$ cat src/rtl/eesc_pkg.sv
// Constants shared by the event enable set/clear register bank
package eesc_pkg;
	localparam int          EESC_DATA_W        = 32;
	localparam int          EESC_ADDR_W        = 8;
	localparam int          EESC_HALF_W        = 32;
	localparam int          EESC_EVENTS        = 64;
	// Byte offsets of the registers
	localparam logic [7:0]  EESC_OFF_MASK_LOW  = 8'h00;
	localparam logic [7:0]  EESC_OFF_MASK_HIGH = 8'h04;
	localparam logic [7:0]  EESC_OFF_CLR_LOW   = 8'h08;
	localparam logic [7:0]  EESC_OFF_CLR_HIGH  = 8'h0C;
	localparam logic [7:0]  EESC_OFF_SET_LOW   = 8'h10;
	localparam logic [7:0]  EESC_OFF_SET_HIGH  = 8'h14;
	// Reset and read values
	localparam logic [31:0] EESC_MASK_RST      = 32'h0000_0000;
	localparam logic [31:0] EESC_READ_ZERO     = 32'h0000_0000;
	localparam logic [63:0] EESC_EVAL_RST      = 64'h0000_0000_0000_0000;
endpackage

$ cat src/rtl/eesc_mask_if.sv
// Set/clear strobes and mask state between the top and one mask half
`timescale 1ns/10ps
`default_nettype none
interface eesc_mask_if #(
	parameter int W = 32
);
	logic [W-1:0] set_bits;
	logic [W-1:0] clr_bits;
	logic [W-1:0] mask;

	modport ctrl_port (output set_bits, output clr_bits, input mask);
	modport half_port (input set_bits, input clr_bits, output mask);
endinterface
`default_nettype wire

$ cat src/rtl/eesc_top.sv
// Event enable mask with set/clear registers on an Avalon-MM slave
//
// The register addresses and the Avalon-MM register port were chosen for this implementation.
`timescale 1ns/10ps
`default_nettype none
module eesc_top
	import eesc_pkg::*;
(
	input  wire logic [EESC_ADDR_W-1:0]   avs_address_in,
	input  wire logic                     avs_read_in,
	input  wire logic                     avs_write_in,
	input  wire logic [EESC_DATA_W-1:0]   avs_writedata_in,
	input  wire logic [3:0]               avs_byteenable_in,
	output logic      [EESC_DATA_W-1:0]   avs_readdata_out,
	output logic                          avs_waitrequest_out,
	input  wire logic                     clk_sys_in,
	input  wire logic                     rstn_in,
	input  wire logic [EESC_EVENTS-1:0]   event_latch_in,
	input  wire logic [EESC_EVENTS-1:0]   chained_event_flags_in,
	input  wire logic [EESC_EVENTS-1:0]   manual_event_flags_in,
	output logic      [EESC_EVENTS-1:0]   event_mask_out,
	output logic      [EESC_EVENTS-1:0]   eval_request_out
);
	logic                   wait_q;
	logic [31:0]            rdata_q;
	logic [31:0]            rdata_d;
	logic [63:0]            eval_q;
	logic [63:0]            eval_d;
	logic                   req;
	logic                   acc_wr;
	logic                   acc_rd;
	logic [31:0]            lane_mask;
	logic [31:0]            wbits;
	logic                   hit_clr_lo;
	logic                   hit_clr_hi;
	logic                   hit_set_lo;
	logic                   hit_set_hi;
	logic                   hit_msk_lo;
	logic                   hit_msk_hi;
	logic [63:0]            mask_all;

	eesc_mask_if #(.W(EESC_HALF_W)) lo_if ();
	eesc_mask_if #(.W(EESC_HALF_W)) hi_if ();

	// ----------------------------------------------------------------
	// Bus decode
	// ----------------------------------------------------------------
	// Request is accepted in the cycle waitrequest is low
	assign req        = avs_read_in | avs_write_in;
	assign acc_wr     = avs_write_in & ~wait_q;
	assign acc_rd     = avs_read_in & ~wait_q;
	assign hit_msk_lo = (avs_address_in == EESC_OFF_MASK_LOW);
	assign hit_msk_hi = (avs_address_in == EESC_OFF_MASK_HIGH);
	assign hit_clr_lo = (avs_address_in == EESC_OFF_CLR_LOW);
	assign hit_clr_hi = (avs_address_in == EESC_OFF_CLR_HIGH);
	assign hit_set_lo = (avs_address_in == EESC_OFF_SET_LOW);
	assign hit_set_hi = (avs_address_in == EESC_OFF_SET_HIGH);
	assign lane_mask  = {{8{avs_byteenable_in[3]}}, {8{avs_byteenable_in[2]}},
			     {8{avs_byteenable_in[1]}}, {8{avs_byteenable_in[0]}}};
	assign wbits      = avs_writedata_in & lane_mask;

	// no path from a mask-offset write into the mask
	assign lo_if.clr_bits = (acc_wr & hit_clr_lo) ? wbits : '0;
	assign hi_if.clr_bits = (acc_wr & hit_clr_hi) ? wbits : '0;
	assign lo_if.set_bits = (acc_wr & hit_set_lo) ? wbits : '0;
	assign hi_if.set_bits = (acc_wr & hit_set_hi) ? wbits : '0;

	// ----------------------------------------------------------------
	// Mask storage
	// ----------------------------------------------------------------
	eesc_mask_half #(.W(EESC_HALF_W)) u_lo (
		.clk_sys_in (clk_sys_in),
		.rstn_in    (rstn_in),
		.mb         (lo_if.half_port)
	);

	eesc_mask_half #(.W(EESC_HALF_W)) u_hi (
		.clk_sys_in (clk_sys_in),
		.rstn_in    (rstn_in),
		.mb         (hi_if.half_port)
	);

	assign mask_all = {hi_if.mask, lo_if.mask};

	// ----------------------------------------------------------------
	// Read data and event gating
	// ----------------------------------------------------------------
	// write-only and unmapped offsets read zero
	assign rdata_d = hit_msk_lo ? lo_if.mask :
			 hit_msk_hi ? hi_if.mask : EESC_READ_ZERO;
	// latched events pass only while enabled
	// chained and manual events bypass the mask
	assign eval_d  = (event_latch_in & mask_all) | chained_event_flags_in
			 | manual_event_flags_in;

	// One wait cycle per access keeps read data a clean flop
	always_ff @(posedge clk_sys_in or negedge rstn_in) begin
		if (!rstn_in) begin
			wait_q <= 1'b1;
		end else begin
			wait_q <= ~(req & wait_q);
		end
	end

	// Read data captured while waitrequest is high
	always_ff @(posedge clk_sys_in or negedge rstn_in) begin
		if (!rstn_in) begin
			rdata_q <= EESC_READ_ZERO;
		end else if (avs_read_in & wait_q) begin
			rdata_q <= rdata_d;
		end
	end

	// no edge detect, so a pending event is evaluated once enabled
	always_ff @(posedge clk_sys_in or negedge rstn_in) begin
		if (!rstn_in) begin
			eval_q <= EESC_EVAL_RST;
		end else begin
			eval_q <= eval_d;
		end
	end

	// Mask flops are in the halves; output mirrors them directly
	assign avs_waitrequest_out = wait_q;
	assign avs_readdata_out    = rdata_q;
	assign eval_request_out    = eval_q;
	assign event_mask_out      = mask_all;
endmodule
`default_nettype wire

$ cat src/rtl/eesc_mask_half.sv
// One 32-event half of the enable mask with set/clear update
`timescale 1ns/10ps
`default_nettype none
module eesc_mask_half
	import eesc_pkg::*;
#(
	parameter int W = EESC_HALF_W
) (
	input  wire logic     clk_sys_in,
	input  wire logic     rstn_in,
	eesc_mask_if.half_port mb
);
	logic [W-1:0] mask_q;
	logic [W-1:0] mask_d;

	// ----------------------------------------------------------------
	// Mask update
	// ----------------------------------------------------------------
	// zeros leave bits alone
	assign mask_d = (mask_q | mb.set_bits) & ~mb.clr_bits;

	always_ff @(posedge clk_sys_in or negedge rstn_in) begin
		if (!rstn_in) begin
			mask_q <= W'(EESC_MASK_RST);
		end else begin
			mask_q <= mask_d;
		end
	end

	assign mb.mask = mask_q;
endmodule
`default_nettype wire

$ cat config.mk
export PLATFORM = sky130hd
export DESIGN_NAME = eesc_top
export DESIGN_NICKNAME = d
export VERILOG_FILES = /design/src/rtl/eesc_pkg.sv /design/src/rtl/eesc_mask_if.sv /design/src/rtl/eesc_top.sv /design/src/rtl/eesc_mask_half.sv
export SDC_FILE = /design/constraint.sdc
export NUM_CORES = 1
export LEC_CHECK = 0
export ABC_AREA = 0
export BUFFER_PORTS_ARGS = -buffer_cell sky130_fd_sc_hd__buf_2
export CAP_MARGIN = 15
export CORE_AREA = 2 2 157 159
export DETAILED_ROUTE_END_ITERATION = 10
export DIE_AREA = 0 0 159 161
export GPL_ROUTABILITY_DRIVEN = 0
export PLACE_DENSITY = 0.57
export SLEW_MARGIN = 20
export SYNTH_ARGS = -nofsm -noshare
export SYNTH_HDL_FRONTEND = slang
export SYNTH_SLANG_ARGS = --single-unit
$ cat constraint.sdc
create_clock -name clk_sys_in -period 3.2 [get_ports clk_sys_in]
set_input_delay 0.16 -clock clk_sys_in [delete_from_list [all_inputs] [get_ports clk_sys_in]]
set_output_delay 0.16 -clock clk_sys_in [all_outputs]
set_load 0.05 [all_outputs]
==> impl_results.md, run 1 <==
* Yosys Warn Count at 0
* Vias post-DR at 6,780
* CP max stage delay at 0.70 ns
* Cell Chain, Critical Path: nor4b_4 -> and4_2 -> buf_12 -> a21oi_2
* Count of state elements after synthesis at 161
* Total global-route track usage at a little under a fifth
* Global route total overflow at 0
* Worst R2R Start: avs_waitrequest_out
* Worst IR Drop VDD at 0.337 mV
* Leakage at 5.14 nW
* Number of DRC markers in iteration 0 at 286
* Net switching power at 1.41 mW
* Kind of launch point of the worst setup path: flip-flop
* Hold Crit Class: in2reg
* Max Clk Rate at between 0.5 and 0.6 GHz
* Register area share after synthesis at between 60% and 70%
* Layout Nets at roughly 1,300
* Unique cell type count in the Yosys netlist at 24
* CTS clk-pin slew, worst paths at 0.07 ns
* Wire length of the first global-routing pass at 38,700 µm
* Wirelength per Cell at 17.2 µm
* Outcome: complete, no violations
* Number of global-route vias before repair at 7,216
* Maximum fanout along the worst path at 17
* Initial Utilization at 28.0%
* Detailed-routing iteration count for the pre-antenna-repair pass at 6
* Bufs and invs on worst path at 1
* Floorplan row count at 57
* Maximum number of pins on one net before global-route repair at 66
* Critical Path Sink Type: flip-flop
* FF-to-FF setup slack at 1.36 ns
* Post-DP HPWL at 16,000 µm
* Remaining routing DRC violations at 0
* Kind of cell with the highest combined delay on the critical path: simple AND/OR/NAND/NOR gates
* P&R area growth vs syn at 63.0%
* Die area at roughly 26,000 µm²
* Buffer type at the clock tree root: sky130_fd_sc_hd__clkbuf_16
* Combinational share of power at 15.2%
* Final critical-path share of the clock period at 57.5%
* Die Height at 161 µm
* Slew Viols, Final at 0
* Number of buffer cells added on primary ports at 400
* Worst-Margin Slew at 0.871 ns
* Share of final-layout standard cells stronger than drive strength 1 at between 40% and 50%
* Area inside the core boundary at 24,000 µm²
* Reg power frac at between 40% and 50%
* Vias/cell at between 4 and 5
* Critical path's slowest cell: sky130_fd_sc_hd__and4_2
* Origin of the worst min-delay path: avs_address_in[2]
* Floorplan die width at between 150 and 200 µm
* Max Clock Skew at 0.00899 ns
* Cell depth of the worst hold path at 2
* Mean post-synth cell area at 12.5 µm²
* Internal power at between 3 and 4 mW
* Count of instances resized after the clock tree is built at 0
* Ports at around 400
* Clock tree from TritonCTS: built
* Final WL at 23,900 µm
* Final Instance Count excl. Fillers at 1,393
* # Post-CTS Setup Buffers at 0
* Share of power burned in the clock network at 42.0%
* Antenna violations before repair at 1
* Gate count after technology mapping at 536
* Worst-Skew Late Latency at approximately 0.42 ns
* Post-Syn Area at between 6000 and 7000 µm²
* Max capacitance violation total at 0
* Crit path required time at 3.50 ns
* Number of levels in the clock H-tree at 4
* Power per unit of standard cell area at around 450 nW/µm²
* Classification of the worst setup path: reg2reg
* Setup violations, final at 0
* Worst path depth at 4
* Residual antenna-violating net count after detailed routing at 0
* Final hold vios at 0
* CTS Buf Count at 17
* Total clock sinks at 161
* Max Root-Sink Buffers at 2
* Launching element of the worst setup path: avs_waitrequest_out
* Setup repair after global routing missed its margin: no
* Final Critical Period at 1.84 ns
* Worst rel slew slack at 41.9%
* Endpoint of the lowest-slack register-to-register path: u_lo.mb.mask[21]
* Placed Cells at 1,229
* Worst hold path endpoint: u_hi.mb.mask[30]
* Arrival time of data at the critical path endpoint at between 2 and 2.5 ns
* Sw Ratio at 28.5%
* Post-synth net total at 776
* Logic depth of the worst register-to-register path at 4
* Total negative setup slack at 0 ns
[Yosys cell counts]
master                     count  area [µm²]
sky130_fd_sc_hd__dfrtp_1     160        4000
sky130_fd_sc_hd__a211o_1      64         561
sky130_fd_sc_hd__a41oi_1      64         561
sky130_fd_sc_hd__a21oi_1      34         170
sky130_fd_sc_hd__nand2_1      33         124
sky130_fd_sc_hd__a22oi_1      32         240
sky130_fd_sc_hd__o21ai_1      32         160
sky130_fd_sc_hd__a21oi_2      28         245
sky130_fd_sc_hd__and2_2       27         203
sky130_fd_sc_hd__buf_2        15        75.1
sky130_fd_sc_hd__clkbuf_1     11        41.3
sky130_fd_sc_hd__buf_6         9         101
sky130_fd_sc_hd__and2_1        7        43.8
sky130_fd_sc_hd__buf_4         6        45.0
sky130_fd_sc_hd__a31oi_1       2        12.5
sky130_fd_sc_hd__and4_1        2        17.5
sky130_fd_sc_hd__nor4_1        2        12.5
sky130_fd_sc_hd__nor4b_2       2        30.0
sky130_fd_sc_hd__dfstp_2       1        26.3
sky130_fd_sc_hd__inv_1         1        3.75
sky130_fd_sc_hd__nand3_1       1        5.00
sky130_fd_sc_hd__nor2b_1       1        6.26
sky130_fd_sc_hd__nor4_4        1        21.3
sky130_fd_sc_hd__o21ai_0       1        5.00
[cell families (layout without fill, tap and decap cells)]
kind of cell	after synthesis	after routing	share of synthesized area, %
compound gates	257	257	29.1
simple gates	76	76	6.90
buf+inv	42	574	3.97
other cells	0	1	0
flops	161	161	60.0
[timing repair]
item,in CTS,in global routing
hold endpoints to repair,127,0
setup endpoints to repair,0,0
hold buffers,131,0
[worst max path at each step]
stage | end | slack (ns)
after floorplan | u_lo.mb.mask[1] | 1.68
after global placement | u_lo.mb.mask[17] | 1.34
after detailed placement | u_lo.mb.mask[27] | 1.26
after CTS | u_lo.mb.mask[21] | 1.33
after global routing | avs_readdata_out[6] | 1.25
final | u_lo.mb.mask[21] | 1.36
[area by class of cell]
class                   instances  area, µm²
diodes                          1       2.50
inverters                       1       3.75
clock buffers                  18        439
clock inverters                14        166
repair buffers                541       3440
flip-flops and latches        161       4030
multi-input cells             333       2450
well taps                     324        405
fillers                      2295      13000
[state kept, by name, summed over array words and instances (netlist names)]
signal               flops
avs_readdata_out        32
avs_waitrequest_out      1
u_hi.mb.mask            32
u_lo.mb.mask            32
eval_request_out        64
[layout by cell type, fill, tap and decap left out, drive strengths merged]
cell and count:
a211o 64, a21oi 62, a22oi 32, a31oi 2, a41oi 64, and2 34, and4 2, buf 410
bufinv 1, clkbuf 18, clkinv 4, clkinvlp 2, dfrtp 160, dfstp 1, diode 1, dlygate4sd3 131
inv 8, nand2 33, nand3 1, nor2b 1, nor4 3, nor4b 2, o21ai 33
[routing by layer]
metal / routed length, µm / GRT usage [%]
met4: 478 / 5.87
met3: 1320 / 4.39
met5: 0 / 0
met1: 9570 / 22.2
met2: 12500 / 33.9
[per-stage QoR]
stage | total power, mW | hold WS, ns | worst slack (ns) | cell area (µm²) | util, %
2_1_floorplan | 2.48 | -0.136 | 1.68 | 6710 | -
3_3_place_gp | 2.78 | 0.217 | 1.34 | 9020 | 37.7
3_5_place_dp | 2.79 | 0.222 | 1.26 | 9020 | 37.7
4_1_cts | 5.03 | 0.0322 | 1.33 | 10900 | 45.7
5_1_grt | 5.16 | 0.0444 | 1.25 | 10900 | 45.7
6_report | 4.95 | 0.0616 | 1.36 | 10900 | 45.7
[power by group through the flow]
stage	clock network [mW]	registers, mW	logic (mW)
5_1_grt	2.23	2.12	0.808
3_5_place_dp	0	2.16	0.632
4_1_cts	2.16	2.12	0.754
3_3_place_gp	0	2.16	0.628
2_1_floorplan	0	2.35	0.134
6_report	2.08	2.12	0.753
[worst register-to-register path: stages (launching register included)]
cell and delay, ns:
sky130_fd_sc_hd__dfstp_2 0.41, sky130_fd_sc_hd__nor4b_4 0.28, sky130_fd_sc_hd__and4_2 0.70, sky130_fd_sc_hd__buf_12 0.25
sky130_fd_sc_hd__a21oi_2 0.08
Power figures use the tool's default switching activity.
==> inputs of run 2 (changes only) <==
--- a/config.mk
+++ b/config.mk
@@ -5,14 +5,14 @@
 export SDC_FILE = /design/constraint.sdc
 export NUM_CORES = 1
 export LEC_CHECK = 0
-export ABC_AREA = 0
+export ABC_AREA = 1
 export BUFFER_PORTS_ARGS = -buffer_cell sky130_fd_sc_hd__buf_2
 export CAP_MARGIN = 15
-export CORE_AREA = 2 2 157 159
+export CORE_AREA = 2 2 154 156
 export DETAILED_ROUTE_END_ITERATION = 10
-export DIE_AREA = 0 0 159 161
+export DIE_AREA = 0 0 156 158
 export GPL_ROUTABILITY_DRIVEN = 0
-export PLACE_DENSITY = 0.57
+export PLACE_DENSITY = 0.63
 export SLEW_MARGIN = 20
 export SYNTH_ARGS = -nofsm -noshare
 export SYNTH_HDL_FRONTEND = slang
==> constraint.sdc (replaced) <==
create_clock -name clk_sys_in -period 1.92 [get_ports clk_sys_in]
set_input_delay 0.096 -clock clk_sys_in [delete_from_list [all_inputs] [get_ports clk_sys_in]]
set_output_delay 0.096 -clock clk_sys_in [all_outputs]
set_load 0.05 [all_outputs]
==> impl_results.md, run 2 <==
* Final Instance Count excl. Fillers at 1,769 (+27%)
* Crit path required time at 2.29 ns (-1.21 ns)
* Max Clock Skew at 0.0115 ns (+0.00253 ns)
* Max Clk Rate at 0.555 GHz (+2.2%)
* Mean post-synth cell area at 8.19 µm² (-35%)
* Post-Syn Area at 7670 µm² (+14%)
* Total clock sinks at 161 (unchanged)
* Number of levels in the clock H-tree at 4 (unchanged)
* Power per unit of standard cell area at 679 nW/µm² (+50%)
* Ports at 401 (unchanged)
* Final hold vios at 0 (unchanged)
* Wirelength per Cell at 15.5 µm (-9.9%)
* Outcome: complete, no violations
* Gate count after technology mapping at 937 (+75%)
* Most frequent cells after synthesis: 326 x sky130_fd_sc_hd__nand2_1, 167 x sky130_fd_sc_hd__inv_1, 161 x sky130_fd_sc_hd__nand3_1
* Classification of the worst setup path: reg2reg
* Unique cell type count in the Yosys netlist at 17 (-29%)
* Vias post-DR at 8,193 (+21%)
* Net switching power at 2.32 mW (+65%)
* Combinational share of power at 15.4% (+0.2 points)
* Final cell utilization of the core at 51.6% (+5.9 points)
* Wire length of the first global-routing pass at 42,700 µm (+10%)
* Register area share after synthesis at 52.5% (-7.5 points)
* Layout Nets at 1,704 (+32%)
* Hold Crit Class: in2reg
* Most used DFF post-synth: sky130_fd_sc_hd__dfrtp_1
* Maximum number of pins on one net before global-route repair at 65 (-1.5%)
* Arrival time of data at the critical path endpoint at 2.17 ns (+0.03 ns)
* Number of enable-type register cells in the synthesized netlist at 0 (unchanged)
* Share of final-layout standard cells stronger than drive strength 1 at 31.7% (-16 points)
* Remaining routing DRC violations at 0 (unchanged)
* Largest area contributor in the netlist: sky130_fd_sc_hd__dfrtp_1
* Multi-input gate area in the final layout at 2730 µm² (+11%)
* Area occupied by registers at 4030 µm² (unchanged)
* Die area at 24,600 µm² (-3.7%)
* Number of global-route vias before repair at 8,476 (+17%)
* Antenna violations before repair at 2 (+1)
* Top library cells by usage in the layout, fill and taps aside: 399 x sky130_fd_sc_hd__buf_2, 325 x sky130_fd_sc_hd__nand2_1, 166 x sky130_fd_sc_hd__inv_1
* Post-synth net total at 1,177 (+52%)
* Reg power frac at 43.6% (+0.8 points)
* Post-DP HPWL at 18,000 µm (+12%)
* Library cell with the highest instance count after synthesis: sky130_fd_sc_hd__nand2_1
* Number of fill cells in the layout at 2,156 (-6.1%)
* Worst-Margin Slew at 0.972 ns (+0.101 ns)
* Maximum fanout along the worst path at 64 (+47)
* Area inside the core boundary at 23,100 µm² (-3.8%)
* Final Critical Period at 1.80 ns (-0.0391 ns)
* Clock tree from TritonCTS: built
* Vias/cell at 4.63 (-4.8%)
* Max Root-Sink Buffers at 2 (unchanged)
* Floorplan die width at 156 µm (-1.9%)
* Max capacitance violation total at 0 (unchanged)
* Worst-Skew Late Latency at 0.42 ns (about the same)
* Final critical-path share of the clock period at 93.8% (+36 points)
* Floorplan row count at 56 (-1.8%)
* Global route total overflow at 0 (unchanged)
* Buffer type at the clock tree root: sky130_fd_sc_hd__clkbuf_16
* Number of DRC markers in iteration 0 at 351 (+23%)
* Sw Ratio at 28.8% (+0.29 points)
* Yosys Warn Count at 0 (unchanged)
* CTS clk-pin slew, worst paths at 0.07 ns (about the same)
* Share of power burned in the clock network at 41.0% (-1.0 points)
* Placed Cells at 1,604 (+31%)
* Largest cells by area after synthesis: sky130_fd_sc_hd__dfrtp_1 52%, sky130_fd_sc_hd__nand2_1 16%, sky130_fd_sc_hd__nand3_1 11%, sky130_fd_sc_hd__inv_1 8.2%, sky130_fd_sc_hd__a211o_1 7.3%
* Setup violations, final at 0 (unchanged)
* Placed standard-cell area at 9990 µm² (+11%)
* Setup repair after global routing missed its margin: yes
* Leakage at 6.24 nW (+22%)
* Critical Path Sink Type: flip-flop
* P&R area growth vs syn at 54.9%
* Initial Utilization at 33.3% (+5.3 points)
* Die Height at 158 µm (-1.9%)
* Total global-route track usage at 22.2% (+3.4 points)
* Top-area cell type share of the netlist area at 52.2% (-7.4 points)
* Max reg flops at 64 (unchanged)
* Number of buffer cells added on primary ports at 400 (unchanged)
* Worst IR Drop VDD at 0.475 mV (+41%)
* Most common cell after layout, fill and taps aside: sky130_fd_sc_hd__buf_2
* Detailed-routing iteration count for the pre-antenna-repair pass at 6 (unchanged)
* Count of state elements after synthesis at 161 (unchanged)
* Worst rel slew slack at 35.1% (-6.8 points)
* Residual antenna-violating net count after detailed routing at 0 (unchanged)
* # Post-CTS Setup Buffers at 0 (unchanged)
* CTS Buf Count at 17 (unchanged)
* Internal power at 5.74 mW (+62%)
* Slew Viols, Final at 0 (unchanged)
* Post-route standard cell area excluding fillers at 11,900 µm² (+8.6%)
* Final WL at 27,400 µm (+14%)
* Proportion of register bits with asynchronous set or reset after synthesis at 100% (unchanged)
* Kind of launch point of the worst setup path: flip-flop
[run 2: what timing repair did]
item / 4_1_cts / 5_1_grt
hold buffers: 131 / 0
endpoints found under the setup margin: 0 / 21
endpoints found under the hold margin: 115 / 0
gates resized for setup: 0 / 2
[run 2: per-stage QoR]
| stage | worst slack (ns) | total power [mW] | hold slack, ns | setup TNS (ns) |
|---|---|---|---|---|
| 2_1_floorplan | 0.460 | 4.10 | -0.200 | 0 |
| 3_3_place_gp | 0.244 | 4.62 | 0.130 | 0 |
| 3_5_place_dp | 0.150 | 4.64 | 0.130 | 0 |
| 4_1_cts | 0.135 | 8.15 | 0.0706 | 0 |
| 5_1_grt | -0.0654 | 8.43 | 0.0989 | -0.859 |
| 6_report | 0.119 | 8.07 | 0.0957 | 0 |
[run 2: final timing paths]
path / start / end / slack (ns) / cells after the start
worst min register to register: avs_readdata_out[7] / avs_readdata_out[7] / 0.48 / 2
worst min-delay path: avs_writedata_in[14] / u_lo.mb.mask[14] / 0.1 / 6
min in group asynchronous: rstn_in / eval_request_out[32] / 0.24 / 2
worst max register to register: avs_waitrequest_out / u_lo.mb.mask[4] / 0.12 / 7
max in group asynchronous: rstn_in / avs_waitrequest_out / 0.99 / 3
worst max-delay path: avs_waitrequest_out / u_lo.mb.mask[4] / 0.12 / 7
[run 2: final cells by class]
cell class	instances	area share [%]
Sequential cell	161	33.9
Timing Repair Buffer	551	29.9
Multi-Input combinational cell	564	22.9
Inverter	169	5.34
Clock buffer	19	3.81
Tap cell	290	3.05
Clock inverter	13	0.969
Antenna cell	2	0.0421
[run 2: cells by family (layout without fill, tap and decap cells)]
family / Yosys count / count (layout) / synth area share [%]
and+or+nand+nor: 499 / 499 / 27.8
buffers and inverters: 212 / 752 / 12.3
DFF: 161 / 161 / 52.5
AOI/OAI and AO/OA: 65 / 65 / 7.37
other: 0 / 2 / 0
[run 2: critical path, cell delays in order (launching register included)]
cell and delay, ns:
sky130_fd_sc_hd__dfstp_2 0.39, sky130_fd_sc_hd__inv_2 0.05, sky130_fd_sc_hd__nand3_1 0.16, sky130_fd_sc_hd__nor2_8 0.74, sky130_fd_sc_hd__nand3_1 0.17, sky130_fd_sc_hd__nand2_1 0.12, sky130_fd_sc_hd__nand2_1 0.05, sky130_fd_sc_hd__inv_1 0.04
[run 2: power groups by stage]
stage	registers, mW	logic, mW	clock network [mW]
finish	3.51	1.25	3.31
floorplan	3.86	0.237	0
CTS	3.51	1.24	3.39
global placement	3.58	1.05	0
detailed placement	3.58	1.06	0
global route	3.52	1.34	3.56
[run 2: routing by layer]
metal | vias to the layer above | wire length [µm] | track usage (%)
li1 | 3975 | - | -
met1 | 3880 | 10900 | 25.0
met2 | 297 | 14400 | 41.2
met3 | 41 | 1500 | 5.06
met4 | 0 | 617 | 7.69
met5 | - | 0 | 0
